File: config.mk
export PLATFORM = sky130hd
export DESIGN_NAME = mmc_top
export DESIGN_NICKNAME = d
export VERILOG_FILES = /design/src/rtl/mmc_pkg.sv /design/src/rtl/mmc_countdown.sv /design/src/rtl/mmc_wdog_div.sv /design/src/rtl/mmc_top.sv
export SDC_FILE = /design/constraint.sdc
export NUM_CORES = 1
export LEC_CHECK = 0
export BUFFER_PORTS_ARGS = -buffer_cell sky130_fd_sc_hd__buf_2
export CAP_MARGIN = 20
export CORE_MARGIN = 10
export CORE_UTILIZATION = 48
export DETAILED_ROUTE_END_ITERATION = 8
export GPL_TIMING_DRIVEN = 0
export PLACE_DENSITY = 0.85
export SLEW_MARGIN = 20
export SYNTH_ARGS = -nofsm -noshare
export SYNTH_HDL_FRONTEND = slang
export SYNTH_SLANG_ARGS = --single-unit
File: constraint.sdc
create_clock -name pclk -period 2.2 [get_ports pclk]
set_input_delay 0.44 -clock pclk [delete_from_list [all_inputs] [get_ports pclk]]
set_output_delay 0.44 -clock pclk [all_outputs]
set_load 0.01 [all_outputs]
File: src/rtl/mmc_pkg.sv
/*
  Constants, register map and carrier types of the memory map and
  configuration block.
  Assumes a 16-bit CPU address space and APB with 32-bit data.
*/
package mmc_pkg;
  // ----------------------------------------------------------------
  // Register offsets (byte addresses)
  // ----------------------------------------------------------------
  localparam logic [7:0] OFS_SETUP     = 8'h00;
  localparam logic [7:0] OFS_PLACEMENT = 8'h04;
  localparam logic [7:0] OFS_CHOICES   = 8'h08;
  localparam logic [7:0] OFS_PROM_CTRL = 8'h0c;
  localparam logic [7:0] OFS_STATUS    = 8'h10;
  // ----------------------------------------------------------------
  // Reset values
  // ----------------------------------------------------------------
  localparam logic [7:0] RST_SETUP     = 8'hff;
  localparam logic [7:0] RST_PLACEMENT = 8'h01;
  localparam logic [7:0] RST_CHOICES   = 8'h10;
  // ----------------------------------------------------------------
  // Field positions
  // ----------------------------------------------------------------
  localparam int SEC_DIS_BIT  = 3;
  localparam int WDOG_OFF_BIT = 2;
  localparam int ROM_EN_BIT   = 1;
  localparam int NVM_PRES_BIT = 0;
  localparam int CONV_PU_BIT  = 7;
  localparam int PUMP_SEL_BIT = 6;
  localparam int IRQ_EDGE_BIT = 5;
  localparam int OSC_WAIT_BIT = 4;
  localparam int CLK_MON_BIT  = 3;
  localparam int LATCH_BIT    = 5;
  localparam int VPP_BIT      = 0;
  // Time-protected option bits and always-zero bit
  localparam logic [7:0] CHOICES_PROT = 8'h33;
  localparam logic [7:0] CHOICES_IMPL = 8'hfb;
  // ----------------------------------------------------------------
  // Cycle counts at the E clock (pclk, 100 MHz)
  // ----------------------------------------------------------------
  localparam logic [11:0] WRITE_WINDOW_CYC = 12'd64;
  localparam logic [11:0] OSC_SETTLE_CYC   = 12'd4000;
  localparam logic [11:0] FAST_WAKE_CYC    = 12'd4;
  localparam int          WDOG_PRE_BITS    = 15;
  // ----------------------------------------------------------------
  // Memory map default ROM base
  // ----------------------------------------------------------------
  localparam logic [15:0] ROM_BASE_DFLT = 16'hd000;
  // ----------------------------------------------------------------
  // Carrier types
  // ----------------------------------------------------------------
  typedef struct packed {
    logic regs;
    logic ram;
    logic nvm;
    logic rom;
    logic ext;
  } mmc_map_type;

  typedef struct packed {
    logic [15:0] addr;
    logic [7:0]  data;
  } mmc_prom_type;
endpackage : mmc_pkg

File: src/rtl/mmc_countdown.sv
/*
  Down counter that is busy while nonzero.
  Assumes load is a single-cycle request.
*/
`timescale 1ns/1ps
`default_nettype none
module mmc_countdown #(
  parameter logic [11:0] RST_VAL = 12'd0
) (
  input  wire logic        pclk,
  input  wire logic        presetn,
  input  wire logic        load,
  input  wire logic [11:0] value,
  output var  logic        busy
);
  logic [11:0] cnt_ff;
  logic [11:0] nxt_cnt;

  always_comb begin
    nxt_cnt = cnt_ff;
    if (load) begin
      nxt_cnt = value;
    end else if (cnt_ff != 12'h000) begin
      nxt_cnt = cnt_ff - 12'h001;
    end
  end

  always_ff @(posedge pclk or negedge presetn) begin
    if (!presetn) begin
      cnt_ff <= RST_VAL;
    end else begin
      cnt_ff <= nxt_cnt;
    end
  end

  assign busy = (cnt_ff != 12'h000);
endmodule // mmc_countdown
`default_nettype wire

File: src/rtl/mmc_wdog_div.sv
/*
  Watchdog clock: E clock divided by 2^15, then by 1, 4, 16 or 64.
  Assumes enable low holds the divider cleared.
*/
`timescale 1ns/1ps
`default_nettype none
module mmc_wdog_div
  import mmc_pkg::*;
(
  input  wire logic       pclk,
  input  wire logic       presetn,
  input  wire logic       enable,
  input  wire logic [1:0] rate_sel,
  output var  logic       tick
);
  logic [WDOG_PRE_BITS-1:0] pre_ff;
  logic [WDOG_PRE_BITS-1:0] nxt_pre;
  logic [5:0]               rate_ff;
  logic [5:0]               nxt_rate;
  logic [5:0]               rate_mask;
  logic                     pre_wrap;

  always_comb begin
    rate_mask = 6'(~(6'h3f << {rate_sel, 1'b0}));
    pre_wrap  = &pre_ff;
    nxt_pre   = enable ? pre_ff + 1'b1 : '0;
    nxt_rate  = rate_ff;
    tick      = 1'b0;
    if (!enable) begin
      nxt_rate = 6'h00;
    end else if (pre_wrap) begin
      tick     = ((rate_ff & rate_mask) == rate_mask);
      nxt_rate = tick ? 6'h00 : rate_ff + 6'h01;
    end
  end

  always_ff @(posedge pclk or negedge presetn) begin
    if (!presetn) begin
      pre_ff  <= '0;
      rate_ff <= 6'h00;
    end else begin
      pre_ff  <= nxt_pre;
      rate_ff <= nxt_rate;
    end
  end
endmodule // mmc_wdog_div
`default_nettype wire

File: src/rtl/mmc_top.sv
/*
  Memory map configuration, time-protected options and PROM byte
  programming control, reached over APB.
  Assumes the CPU bus and mode straps are synchronous to pclk and
  pclk is the E clock.
*/
// Our own choices: the address map and the APB slave port.
// How it works
// NVM at n800-nFFF for window value n
// Security bit 0 secures; reads 1 without option (here the bit is only stored and read back, no logic acts on it)
// Watchdog-off bit 1 stops the watchdog
// ROM enable 0 sends ROM range external
// Single-chip mode forces ROM enable on
// NVM present 0 sends NVM range external
// Placement written once, first 64 cycles; special anytime
// RAM page digit sets RAM base, reset zero
// Register page digit sets 64-byte block, reset one
// Protected options once in 64 cycles; special anytime
// Wait disabled resumes within four cycles
// Wait enabled holds about 4000 cycles
// Watchdog clock is E over 2^15, scaled
// Pump select also picks converter clock
// Pump select 0 E clock, 1 RC
// Programming only clears ones to zeros
// Host latches then writes data byte
// Host enables voltage, waits, clears control
// Latch on captures writes, blocks PROM reads
// Voltage needs latch; latch frozen under voltage
// Decode priority registers, RAM, NVM, ROM
`timescale 1ns/1ps
`default_nettype none
module mmc_top #(
  parameter bit          SECURITY_OPT = 1'b0,
  parameter logic [15:0] ROM_BASE     = mmc_pkg::ROM_BASE_DFLT
) (
  input  wire logic                 pclk,
  input  wire logic                 presetn,
  input  wire logic                 psel,
  input  wire logic                 penable,
  input  wire logic                 pwrite,
  input  wire logic [7:0]           paddr,
  input  wire logic [31:0]          pwdata,
  output var  logic [31:0]          prdata,
  output var  logic                 pready,
  output var  logic                 pslverr,
  input  wire logic                 special_mode,
  input  wire logic                 single_chip,
  input  wire logic                 cpu_valid,
  input  wire logic                 cpu_write,
  input  wire logic [15:0]          cpu_addr,
  input  wire logic [7:0]           cpu_wdata,
  input  wire logic [7:0]           prom_cell_rdata,
  input  wire logic                 stop_wake,
  output var  mmc_pkg::mmc_map_type map_sel,
  output var  logic                 prom_read_block,
  output var  mmc_pkg::mmc_prom_type prom_latch,
  output var  logic                 prom_vpp,
  output var  logic                 cpu_hold,
  output var  logic                 wdog_tick,
  output var  logic                 wdog_enabled,
  output var  logic                 pump_rc_sel,
  output var  logic                 conv_rc_sel,
  output var  logic                 conv_power_up,
  output var  logic                 irq_edge_only,
  output var  logic                 clk_monitor_en
);
  import mmc_pkg::*;

  // ----------------------------------------------------------------
  // State
  // ----------------------------------------------------------------
  logic [7:0]   setup_ff,     nxt_setup;
  logic [7:0]   place_ff,     nxt_place;
  logic [7:0]   choices_ff,   nxt_choices;
  logic         place_wr_ff,  nxt_place_wr;
  logic         opt_wr_ff,    nxt_opt_wr;
  logic         latch_ff,     nxt_latch;
  logic         vpp_ff,       nxt_vpp;
  mmc_prom_type prom_ff,      nxt_prom;
  logic [31:0]  prdata_ff,    nxt_prdata;
  logic         pready_ff,    nxt_pready;
  logic         pslverr_ff,   nxt_pslverr;
  mmc_map_type  map_ff,       nxt_map;
  logic         rd_block_ff,  nxt_rd_block;
  logic         hold_ff,      nxt_hold;
  logic         tick_ff;
  logic [7:0]   misc_ff,      nxt_misc;

  logic        window_busy;
  logic        wake_busy;
  logic        wake_load;
  logic [11:0] wake_value;
  logic        tick_raw;
  logic        setup_ph;
  logic        wr_en;
  logic        mapped;
  logic [7:0]  rd_byte;
  logic [7:0]  wb;
  logic [7:0]  setup_rd;
  logic        rom_on;
  logic        hit_regs, hit_ram, hit_nvm, hit_rom;

  // ----------------------------------------------------------------
  // Write window and stop-exit delay
  // ----------------------------------------------------------------
  mmc_countdown #(.RST_VAL(WRITE_WINDOW_CYC)) u_window (
    .pclk    (pclk),
    .presetn (presetn),
    .load    (1'b0),
    .value   (12'h000),
    .busy    (window_busy)
  );

  assign wake_load  = stop_wake;
  assign wake_value = choices_ff[OSC_WAIT_BIT] ? OSC_SETTLE_CYC
                                               : FAST_WAKE_CYC;

  mmc_countdown #(.RST_VAL(12'h000)) u_wake (
    .pclk    (pclk),
    .presetn (presetn),
    .load    (wake_load),
    .value   (wake_value),
    .busy    (wake_busy)
  );

  // ----------------------------------------------------------------
  // Watchdog divider
  // ----------------------------------------------------------------
  mmc_wdog_div u_wdog (
    .pclk     (pclk),
    .presetn  (presetn),
    .enable   (!setup_ff[WDOG_OFF_BIT]),
    .rate_sel (choices_ff[1:0]),
    .tick     (tick_raw)
  );

  // ----------------------------------------------------------------
  // APB register access
  // ----------------------------------------------------------------
  assign setup_ph = psel && !penable;
  assign wr_en    = psel && penable && pready_ff && pwrite && !pslverr_ff;
  assign wb       = pwdata[7:0];

  always_comb begin
    setup_rd = setup_ff;
    if (!SECURITY_OPT) begin
      setup_rd[SEC_DIS_BIT] = 1'b1;
    end
    mapped  = 1'b1;
    rd_byte = 8'h00;
    case (paddr)
      OFS_SETUP:     rd_byte = setup_rd;
      OFS_PLACEMENT: rd_byte = place_ff;
      OFS_CHOICES:   rd_byte = choices_ff & CHOICES_IMPL;
      OFS_PROM_CTRL: rd_byte = {2'b00, latch_ff, 4'h0, vpp_ff};
      OFS_STATUS:    rd_byte = {3'b000, hold_ff, wake_busy, window_busy,
                                opt_wr_ff, place_wr_ff};
      default:       mapped = 1'b0;
    endcase
    nxt_pready  = setup_ph;
    nxt_prdata  = setup_ph ? {24'h000000, rd_byte} : prdata_ff;
    nxt_pslverr = setup_ph ? !mapped : 1'b0;
  end

  always_comb begin
    nxt_setup    = setup_ff;
    nxt_place    = place_ff;
    nxt_choices  = choices_ff;
    nxt_place_wr = place_wr_ff;
    nxt_opt_wr   = opt_wr_ff;
    nxt_latch    = latch_ff;
    nxt_vpp      = vpp_ff;
    if (wr_en) begin
      case (paddr)
        OFS_SETUP: begin
          nxt_setup = wb;
        end
        OFS_PLACEMENT: begin
          if (special_mode || (window_busy && !place_wr_ff)) begin
            nxt_place    = wb;
            nxt_place_wr = 1'b1;
          end
        end
        OFS_CHOICES: begin
          if (special_mode || (window_busy && !opt_wr_ff)) begin
            nxt_choices = wb & CHOICES_IMPL;
            nxt_opt_wr  = 1'b1;
          end else begin
            nxt_choices = (choices_ff & CHOICES_PROT)
                        | (wb & CHOICES_IMPL & ~CHOICES_PROT);
          end
        end
        OFS_PROM_CTRL: begin
          if (!vpp_ff) begin
            nxt_latch = wb[LATCH_BIT];
          end
          nxt_vpp = wb[VPP_BIT] && latch_ff;
        end
        default: begin
        end
      endcase
    end
  end

  // ----------------------------------------------------------------
  // CPU address decode
  // ----------------------------------------------------------------
  always_comb begin
    rom_on   = setup_ff[ROM_EN_BIT] || single_chip;
    hit_regs = (cpu_addr[15:12] == place_ff[3:0])
            && (cpu_addr[11:6] == 6'h00);
    hit_ram  = (cpu_addr[15:12] == place_ff[7:4])
            && (cpu_addr[11:8] == 4'h0);
    hit_nvm  = setup_ff[NVM_PRES_BIT]
            && (cpu_addr[15:12] == setup_ff[7:4])
            && cpu_addr[11];
    hit_rom  = rom_on && (cpu_addr >= ROM_BASE);
    nxt_map  = '0;
    if (cpu_valid) begin
      if (hit_regs) begin
        nxt_map.regs = 1'b1;
      end else if (hit_ram) begin
        nxt_map.ram = 1'b1;
      end else if (hit_nvm) begin
        nxt_map.nvm = 1'b1;
      end else if (hit_rom) begin
        nxt_map.rom = 1'b1;
      end else begin
        nxt_map.ext = 1'b1;
      end
    end
    nxt_rd_block = latch_ff;
    nxt_prom     = prom_ff;
    if (cpu_valid && cpu_write && latch_ff && !vpp_ff && hit_rom
        && !hit_regs && !hit_ram && !hit_nvm) begin
      nxt_prom.addr = cpu_addr;
      nxt_prom.data = cpu_wdata & prom_cell_rdata;
    end
    nxt_hold = wake_busy;
    nxt_misc = {choices_ff[PUMP_SEL_BIT],
                choices_ff[PUMP_SEL_BIT],
                choices_ff[CONV_PU_BIT],
                choices_ff[IRQ_EDGE_BIT],
                choices_ff[CLK_MON_BIT],
                !setup_ff[WDOG_OFF_BIT],
                2'b00};
  end

  // ----------------------------------------------------------------
  // Registers
  // ----------------------------------------------------------------
  always_ff @(posedge pclk or negedge presetn) begin
    if (!presetn) begin
      setup_ff    <= RST_SETUP;
      place_ff    <= RST_PLACEMENT;
      choices_ff  <= RST_CHOICES;
      place_wr_ff <= 1'b0;
      opt_wr_ff   <= 1'b0;
      latch_ff    <= 1'b0;
      vpp_ff      <= 1'b0;
      prom_ff     <= '0;
      prdata_ff   <= 32'h00000000;
      pready_ff   <= 1'b0;
      pslverr_ff  <= 1'b0;
      map_ff      <= '0;
      rd_block_ff <= 1'b0;
      hold_ff     <= 1'b0;
      tick_ff     <= 1'b0;
      misc_ff     <= 8'h00;
    end else begin
      setup_ff    <= nxt_setup;
      place_ff    <= nxt_place;
      choices_ff  <= nxt_choices;
      place_wr_ff <= nxt_place_wr;
      opt_wr_ff   <= nxt_opt_wr;
      latch_ff    <= nxt_latch;
      vpp_ff      <= nxt_vpp;
      prom_ff     <= nxt_prom;
      prdata_ff   <= nxt_prdata;
      pready_ff   <= nxt_pready;
      pslverr_ff  <= nxt_pslverr;
      map_ff      <= nxt_map;
      rd_block_ff <= nxt_rd_block;
      hold_ff     <= nxt_hold;
      tick_ff     <= tick_raw;
      misc_ff     <= nxt_misc;
    end
  end

  // ----------------------------------------------------------------
  // Outputs
  // ----------------------------------------------------------------
  assign prdata          = prdata_ff;
  assign pready          = pready_ff;
  assign pslverr         = pslverr_ff;
  assign map_sel         = map_ff;
  assign prom_read_block = rd_block_ff;
  assign prom_latch      = prom_ff;
  assign prom_vpp        = vpp_ff;
  assign cpu_hold        = hold_ff;
  assign wdog_tick       = tick_ff;
  assign pump_rc_sel     = misc_ff[7];
  assign conv_rc_sel     = misc_ff[6];
  assign conv_power_up   = misc_ff[5];
  assign irq_edge_only   = misc_ff[4];
  assign clk_monitor_en  = misc_ff[3];
  assign wdog_enabled    = misc_ff[2];
endmodule // mmc_top
`default_nettype wire

# Word level (Yosys, flattened, before mapping)
# Index checks and enable logic that the tools add are counted.
# totals
regBits	120
input_bits	82
output_inout_bits	73
word_cells	114
# classes
n_addsub	4
n_lt_le_gt_ge	1
n_eq_ne	8
n_shift	1
muxes	22
bitwise	5
n_reduce_logical	48
# ops
cell	count
$pmux 8 s5	1
$mux 12	3
$reduce_bool 12->1	2
$sub 12x1->12 const B	2
$logic_and 1x1->1	20
$mux 6	3
$eq 8x4->1 const B	2
$ge 16x16->1 const B	1
$add 15x1->15 const B	1
$mux 15	1
$reduce_and 15->1	1
$eq 4x4->1	3
$logic_not 1->1	10
$mux 1	9
$reduce_and 3->1	3
$and 8x8->8	1
$eq 8x3->1 const B	1
$eq 8x5->1 const B	1
$logic_not 8->1	1
$mux 8	1
$or 6x8->8	1
$add 6x1->6 const B	1
$and 6x6->6	1
$eq 6x6->1	1
13 further kinds	18

# Longest topological paths before layout
# Gate-level depths: netlist (run 1).
# depth
depth_word	7
ltp_mapped	8
mapped_depth_nobuf	7

# Modules after synthesis
# A second synthesis (run 1) with hierarchy kept.
# hier_totals
hier_cells	551
area_unflattened_um2	5973.2
# modules_own_cells
mod	instances	cells_per_inst	area_each_um2	seq_area_each_um2
mmc_top	1	291	3385.7	1838.0
mmc_wdog_div	1	116	1144.8	525.5
mmc_countdown (u_window)	1	72	721.9	301.5
mmc_countdown (u_wake)	1	72	720.7	300.3

# Worst setup path before layout (run 1)
# Ideal clock, no wire load.
# synth_path
kind	input-to-reg
startpoint	in paddr[1]
endpoint	reg choices_ff[0]
setup_time_ns	0.125
arrival_time_ns	2.054
required_time_ns	2.075
setup_slack_ns	0.021
stages	6
path_buffers	1
path_cell_list	or4_4 > nor3_4 > and4b_1 > buf_4 > and2b_4 > mux2_4
# synth_between
elab_chain_len	2
# synth_lines
item	line	text
from (decl)	mmc_top.sv:41	input wire logic [7:0] paddr,
$eq 8x4->1	mmc_top.sv:174	case (paddr)
$reduce_and 2->1 (no line)	-	
to (signal assigned)	mmc_top.sv:273	choices_ff <= nxt_choices;
to (decl)	mmc_top.sv:74	logic [7:0] choices_ff, nxt_choices;
# No other way between the ends.
# A chain may end at the register's enable or synchronous reset.

# Final worst setup path (run 1)
# layout_path
startpoint	reg setup_ff[6]
endpoint	reg prom_ff (netlist bit prom_latch[22])
# layout_between
elab_chain_len	5
# layout_lines
item	line	text
from (decl)	mmc_top.sv:72	logic [7:0] setup_ff, nxt_setup;
from (signal assigned)	mmc_top.sv:271	setup_ff <= nxt_setup;
$eq 4x4->1	mmc_top.sv:215	&& (cpu_addr[15:12] == setup_ff[7:4])
$logic_and 1x1->1	mmc_top.sv:215	
$logic_and 1x1->1	mmc_top.sv:216	&& cpu_addr[11];
$logic_not 1->1	mmc_top.sv:235	&& !hit_regs && !hit_ram && !hit_nvm) begin
$logic_and 1x1->1	mmc_top.sv:235	
to (signal assigned)	mmc_top.sv:278	prom_ff <= nxt_prom;
to (decl)	mmc_top.sv:79	mmc_prom_type prom_ff, nxt_prom;
# No other way between the ends.

==> results of run 1 <==
## where the power goes
part           internal [mW]  switching [mW]  total, mW
combinational          0.173           0.243      0.415
sequential              2.21          0.0392       2.25
clock                   1.82            1.03       2.85
## routing by layer
metal	share of wire [%]	GRT usage (%)	wire, um	vias to the layer above
met5	0	0	0	-
met2	52	30.87	7760	162
met3	6.0	5.749	892	28
met1	39	19.69	5860	2183
li1	-	-	-	2050
met4	2.3	6.549	346	0
## per-stage QoR
stage	cells	utilization (%)	hold WS [ns]	power (mW)	area, um^2
final	829	62.73	0.2661	5.517	7193
after global placement	788	56.17	0.3859	2.658	6441
after floorplan	540	-	0.1444	2.511	5737
after detailed placement	789	56.46	0.3466	2.687	6475
after CTS	826	62.23	0.2521	5.529	7136
after global routing	829	62.73	0.2600	5.700	7193
## cell usage after synthesis, types with 3 or more instances
cell type / n
sky130_fd_sc_hd__dfrtp_1: 108
sky130_fd_sc_hd__mux2_4: 4
sky130_fd_sc_hd__nor2b_1: 8
sky130_fd_sc_hd__a21oi_1: 9
sky130_fd_sc_hd__nor2_1: 45
sky130_fd_sc_hd__mux2_2: 34
sky130_fd_sc_hd__xnor2_1: 17
sky130_fd_sc_hd__buf_4: 28
sky130_fd_sc_hd__mux2i_1: 11
sky130_fd_sc_hd__nand2b_1: 5
sky130_fd_sc_hd__nor4_1: 8
sky130_fd_sc_hd__o21ai_0: 22
sky130_fd_sc_hd__or4_1: 3
sky130_fd_sc_hd__or2_2: 4
sky130_fd_sc_hd__nand2_1: 51
sky130_fd_sc_hd__ha_1: 6
sky130_fd_sc_hd__nand4_1: 8
sky130_fd_sc_hd__nand3_1: 17
sky130_fd_sc_hd__dfstp_2: 10
sky130_fd_sc_hd__clkbuf_1: 7
sky130_fd_sc_hd__a31oi_1: 4
sky130_fd_sc_hd__xor2_1: 20
sky130_fd_sc_hd__inv_1: 23
sky130_fd_sc_hd__nor3_1: 13
sky130_fd_sc_hd__or3_1: 4
sky130_fd_sc_hd__a21o_1: 3
## worst max-delay path by stage
stage | start | to | depth (start not counted)
after floorplan | paddr[1] | choices_ff[0] | 6
after global placement | presetn | prom_latch[0] | 1
after detailed placement | paddr[1] | choices_ff[5] | 7
after CTS | u_window.cnt_ff[0] | place_ff[4] | 8
after global routing | setup_ff[6] | prom_latch[23] | 7
final | setup_ff[6] | prom_latch[22] | 7
## timing repair
| item | 4_1_cts | 5_1_grt |
|---|---|---|
| endpoints found under the setup margin | 23 | 20 |
| hold buffers | 1 | 0 |
| endpoints found under the hold margin | 33 | 0 |
| pin swaps | 3 | 2 |
| buffers inserted | 4 | 2 |
| gates resized for setup | 1 | 9 |
## flip-flops by register name, indices dropped and copies added, names as in the netlist, 6 cells and up
name and flops:
u_wdog.pre_ff 15, place_ff 8, prdata 8, u_window.cnt_ff 12, setup_ff 7, choices_ff 7
u_wdog.rate_ff 6, u_wake.cnt_ff 12, prom_latch 24
## placed cells by master (no fill, tap or decap), drive strengths merged, types with 2 or more instances in the layout
| cell type | n |
|---|---|
| ha | 6 |
| clkbuf | 25 |
| clkinvlp | 3 |
| or2 | 4 |
| nor4b | 2 |
| dfrtp | 108 |
| nor2b | 9 |
| conb | 24 |
| o31ai | 2 |
| nor4 | 8 |
| nor2 | 45 |
| bufinv | 3 |
| a21o | 3 |
| or4 | 4 |
| nor3 | 15 |
| a21oi | 9 |
| a221oi | 2 |
| inv | 26 |
| o21ai | 22 |
| nor4bb | 2 |
| mux2i | 11 |
| nand3 | 17 |
| and3 | 3 |
| and2 | 2 |
| dfstp | 10 |
| mux2 | 38 |
| or3 | 5 |
| nand2 | 51 |
| a32o | 2 |
| buf | 143 |
| a211oi | 2 |
| clkinv | 5 |
| mux4 | 2 |
| nand4 | 8 |
| a31oi | 4 |
| xor2 | 20 |
| xnor2 | 17 |
| nand2b | 5 |
## critical path: cells and delay by family (launching register included)
family                 cells  cell delay [ns]
AO/OA/AOI/OAI              2             0.70
flip-flops                 1             0.54
buffers and inverters      3             0.43
AND/OR/NAND/NOR            2             0.38
## area by class of cell
class	instances	area [um^2]	share of cell area (%)
timing repair buffer	113	618.1	8.593
clock buffer	18	439.2	6.105
antenna	1	2.502	0.03479
tap	143	178.9	2.487
clock inverter	14	175.2	2.435
buffer	38	249.0	3.461
inverter	23	86.33	1.200
multi-input combinational	361	2479	34.46
sequential	118	2965	41.22
## kinds of logic after synthesis
family                   Yosys count  share of synthesized area, %
other                              1                       0.06637
adder cells (fa/ha/maj)            6                         1.329
XOR/XNOR                          37                         5.735
flip-flops                       118                         52.48
buffers and inverters             61                         5.934
AND/OR/NAND/NOR                  189                         17.56
multiplexers                      51                         10.58
AO/OA/AOI/OAI                     54                         6.311
==> reports/metrics.yaml, run 1 <==
synth.ff_latch_count: 118
proportion_of_register_bits_with_asynchronous_set_or_reset_after_synthesis_pct: 100.0
synth_top_cell_area_share_pct: 47.83
finalNetCount: 760
setup.reg_to_reg.worst_slack_ns: 0.04
p_leak_nw: 3.616
chipWidth_um: 128.5
dp_slack_ns: -0.2784
synth.distinct_cells: 61
crit-reg2reg-capture: "prom_latch[22]"
worst_slew_margin_relative_to_its_limit_pct: 57.57
status: "completed"
crit-reg2reg-launch: "setup_ff[6]"
worstPathArrival_ns: 2.45
syn_avg_cell_area_um2: 10.93
yosysTopAreaCell: "sky130_fd_sc_hd__dfrtp_1"
reg2regPathDepth: 7
max_clock_freq_mhz: 462.5
cts_tree: "done"
crit_path_end_kind: "flop"
drt-initial-drc-count: 364
globalRouteOverflowTotal: 0
place_hpwl_um: 10460
synth_warnings: 0
seq_area_frac_synth_pct: 52.48
critPathMaxFanout: 10
power_per_standard_cell_area_nw_per_um2: 766.9
post_detailed_route_wirelength_per_cell_um: 17.93
synthesis.instances: 517
critical_path.cell_chain: "inv_1, a2111o_1, o31ai_1, nor3b_2, buf_4, buf_4, or2_2"
worst_skew_pair.late_latency_ns: 0.41
postRouteWirelength_um: 14860
cts.htree.levels: 4
setup_total_negative_slack_ns: 0
n_fill_cell: 842
worstSetupStartpointType: "flop"
worst-setup-path-type: "flop to flop"
vdd_drop_max_mv: 0.5890
synth_flop_cell: "sky130_fd_sc_hd__dfrtp_1"
syn-cell-area_um2: 5650
post-route-min-period_ns: 2.162
finalSetupViolations: 0
path_common_cell: "sky130_fd_sc_hd__buf_4"
max_slew.worst_pin.slew_ns: 0.6364
hold_path_startpoint: "cpu_addr[0]"
timing.max_cap.violations: 0
worst_hold_path.endpoint: "prom_latch[8]"
synthTopCellsByArea: "sky130_fd_sc_hd__dfrtp_1, sky130_fd_sc_hd__mux2_2, sky130_fd_sc_hd__dfstp_2, sky130_fd_sc_hd__buf_4, sky130_fd_sc_hd__nand2_1"
vias_per_cell: 5.335
tritoncts.num_buffers: 17
dr_vias: 4423
globalplace.congestion: 0.8441
detail-route-antenna-nets: 0
ios: 155
crit_required_ns: 2.49
die-height_um: 128.5
final.setup_skew_ns: 0.007801
port_buffers: 105
largest_net_degree_at_the_start_of_global_routing: 86
timing.hold.worst.class: "input pin to flop"
synth_edf_count: 0
row_count: 39
grt_usage_pct: 17.67
layout_setup_ws_ns: 0.03777
critPathSlowestCell: "sky130_fd_sc_hd__dfstp_2"
first_global_vias: 4836
root_buffer: "sky130_fd_sc_hd__clkbuf_16"
antenna_found_initial: 1
grt_setup_unrepaired: "yes"
finalHoldViolCount: 0
fp.dieArea_um2: 16510
worstHoldPathCells: 2
dr.pass1.iters: 4
placeable_core_area_um2: 11470
clock_slew_at_the_register_clock_pins_of_the_worst_setup_and_hold_paths_ns: 0.06
syn2layout_area_growth_pct: 27.30
clock_sinks: 118
grt_pass1_wl_um: 23670
initial_utilization_pct: 49.27
period_share_pct: 98.28
drc: 0
timing_max_transition_violations_final: 0
final_layout_size_suffix_gt1_share_pct: 35.77
slowest_delay_ns: 0.54
clock_tree.buffer_depth: 2
No activity file was read; power rests on OpenSTA's default activity.
==> inputs of run 2 (changes only) <==
Settings changed: CTS_BUF_LIST from default to sky130_fd_sc_hd__clkbuf_16.
==> run 2 against run 1 <==
  * Die area unchanged
  * Cell count did not move
  * Total power decreased by 0.42%
  * Clock-buffer cell count is 1 lower
  * Critical endpoint unchanged
  * First-iteration DRC count decreased by 8.0%
  * Critical path depth is the same
  * Combinational power up 1%
  * Largest cell class unchanged
  * Cell area up 0.14%
==> reports/metrics.yaml, run 2 (synthesis results as in run 1) <==
status: "completed"  # unchanged
final_layout_size_suffix_gt1_share_pct: 36.01  # was 35.77%
worstSetupStartpointType: "flop"  # unchanged
finalSetupViolations: 0  # unchanged
drt-initial-drc-count: 335  # was 364
die-height_um: 128.5  # unchanged
port_buffers: 105  # unchanged
initial_utilization_pct: 49.27  # unchanged
placeable_core_area_um2: 11470  # unchanged
critPathMaxFanout: 10  # unchanged
clock_slew_at_the_register_clock_pins_of_the_worst_setup_and_hold_paths_ns: 0.06  # about the same
row_count: 39  # unchanged
worstPathArrival_ns: 2.41  # was 2.45 ns
met1_length_um: 5868  # was 5860 um
antenna_cells_inserted: 0  # was 1
timing.hold.worst.class: "input pin to flop"  # unchanged
dr.pass1.iters: 4  # unchanged
first_global_vias: 4784  # was 4836
root_buffer: "sky130_fd_sc_hd__clkbuf_16"  # unchanged
chipWidth_um: 128.5  # unchanged
worst_slew_margin_relative_to_its_limit_pct: 63.55  # was 57.57%
max_clock_freq_mhz: 472.9  # was 462.5 MHz
antenna_found_initial: 0  # was 1
power_per_standard_cell_area_nw_per_um2: 762.6  # was 766.9 nW/um^2
finalHoldViolCount: 0  # unchanged
met2WireLength_um: 7861  # was 7760 um
largest_net_degree_at_the_start_of_global_routing: 86  # unchanged
dr_vias: 4466  # was 4423
layout.area.seq_um2: 2965  # unchanged
n_fill_cell: 829  # was 842
cts.htree.levels: 4  # unchanged
clock_tree.buffer_depth: 2  # unchanged
syn2layout_area_growth_pct: 27.48  # was 27.30%
grt_usage_pct: 17.63  # was 17.67%
timing_max_transition_violations_final: 0  # unchanged
globalplace.congestion: 0.8441  # unchanged
post-route-min-period_ns: 2.115  # was 2.162 ns
max_slew.worst_pin.slew_ns: 0.5468  # was 0.6364 ns
reg2regPathDepth: 7  # unchanged
final.setup_skew_ns: 0.01208  # was 0.007801 ns
detail-route-antenna-nets: 0  # unchanged
place_hpwl_um: 10460  # unchanged
setup.reg_to_reg.worst_slack_ns: 0.09  # was 0.04 ns
worst_skew_pair.late_latency_ns: 0.41  # about the same
mostFrequentLayoutCell: "sky130_fd_sc_hd__dfrtp_1"  # unchanged
crit-reg2reg-capture: "prom_latch[22]"  # unchanged
worst-setup-path-type: "flop to flop"  # unchanged
globalRouteOverflowTotal: 0  # unchanged
crit_required_ns: 2.49  # about the same
multi_input_comb_area_um2: 2490  # was 2479 um^2
crit_path_end_kind: "flop"  # unchanged
tritoncts.num_buffers: 17  # unchanged
crit-reg2reg-launch: "setup_ff[6]"  # unchanged
cts_tree: "done"  # unchanged
period_share_pct: 96.12  # was 98.28%
mostFrequentLayoutCells: "sky130_fd_sc_hd__dfrtp_1, sky130_fd_sc_hd__buf_2, sky130_fd_sc_hd__nand2_1, sky130_fd_sc_hd__nor2_1, sky130_fd_sc_hd__mux2_2"  # unchanged
vias_per_cell: 5.387  # was 5.335
worst_hold_slack_ns: 0.2619  # was 0.2661 ns
worst_hold_path.endpoint: "prom_latch[8]"  # unchanged
p_leak_nw: 3.618  # was 3.616 nW
setup_total_negative_slack_ns: 0  # unchanged
finalNetCount: 761  # was 760
timing.max_cap.violations: 0  # unchanged
grt_pass1_wl_um: 23560  # was 23670 um
ios: 155  # unchanged
post_detailed_route_wirelength_per_cell_um: 18.20  # was 17.93 um
fp.dieArea_um2: 16510  # unchanged
worstHoldPathCells: 2  # unchanged
drc: 0  # unchanged
largest_reg_flops: 24  # unchanged
route.top_layer_used: "met4"  # unchanged
postRouteWirelength_um: 15090  # was 14860 um
vdd_drop_max_mv: 0.5907  # was 0.5890 mV
clock_sinks: 118  # unchanged
met3WireLength_um: 1037  # was 892 um
hold_path_startpoint: "cpu_addr[0]"  # unchanged
[run 2: changes by cell type in the layout (fill, tap and decap cells not counted), sizes merged]
cell	change
clkbuf	-1
buf	+1
diode	-1
clkinv	+1
[run 2: how the worst max path moves through the flow]
stage / from / end / cells after the start
6_report: setup_ff[6] / prom_latch[22] / 7
5_1_grt: u_wake.cnt_ff[0] / u_wake.cnt_ff[6] / 8
4_1_cts: u_window.cnt_ff[0] / place_ff[6] / 8
3_5_place_dp: paddr[1] / choices_ff[5] / 7
3_3_place_gp: presetn / prom_latch[0] / 1
2_1_floorplan: paddr[1] / choices_ff[0] / 6
[run 2: where the power goes]
group	internal, mW	switching, mW	leakage, nW
clock network	1.79	1.03	0.288
registers	2.21	0.0413	1.53
logic	0.173	0.246	1.80
total	4.17	1.32	3.62
[run 2: worst max-delay path: stages (launching register included)]
cell                       delay (ns)
sky130_fd_sc_hd__dfstp_2         0.54
sky130_fd_sc_hd__inv_1           0.07
sky130_fd_sc_hd__a2111o_1        0.43
sky130_fd_sc_hd__o31ai_2         0.24
sky130_fd_sc_hd__nor3b_2         0.09
sky130_fd_sc_hd__buf_4           0.17
sky130_fd_sc_hd__buf_4           0.18
sky130_fd_sc_hd__or2_2           0.28
[run 2: through the flow]
stage          cell area (um^2)  utilization (%)  power (mW)  worst slack (ns)  instances
3_5_place_dp               6475            56.46       2.687           -0.2784        789
4_1_cts                    7133            62.20       5.495           0.03035        827
6_report                   7203            62.82       5.493           0.08537        829
2_1_floorplan              5737                -       2.511           0.02113        540
3_3_place_gp               6441            56.17       2.658           -0.6137        788
5_1_grt                    7203            62.82       5.672          -0.04532        829
[run 2: final cells by class]
cell class                      count  area share (%)
Timing Repair Buffer              114           8.737
Sequential cell                   118           41.17
Clock inverter                     15           2.484
Clock buffer                       17           5.906
Multi-Input combinational cell    361           34.57
Inverter                           23           1.199
Buffer                             38           3.457
Tap cell                          143           2.484
[run 2: routing by layer]
metal / vias up / track usage [%]
met3: 29 / 5.955
met2: 172 / 30.99
met5: - / 0
met4: 0 / 5.370
met1: 2211 / 19.81
li1: 2054 / -
[run 2: repair_timing]
action	CTS	global route
setup buffers	5	2
pin swaps	3	2
gates resized for setup	1	12
endpoints found under the setup margin	23	38
hold endpoints to repair	33	0
hold buffers	1	0
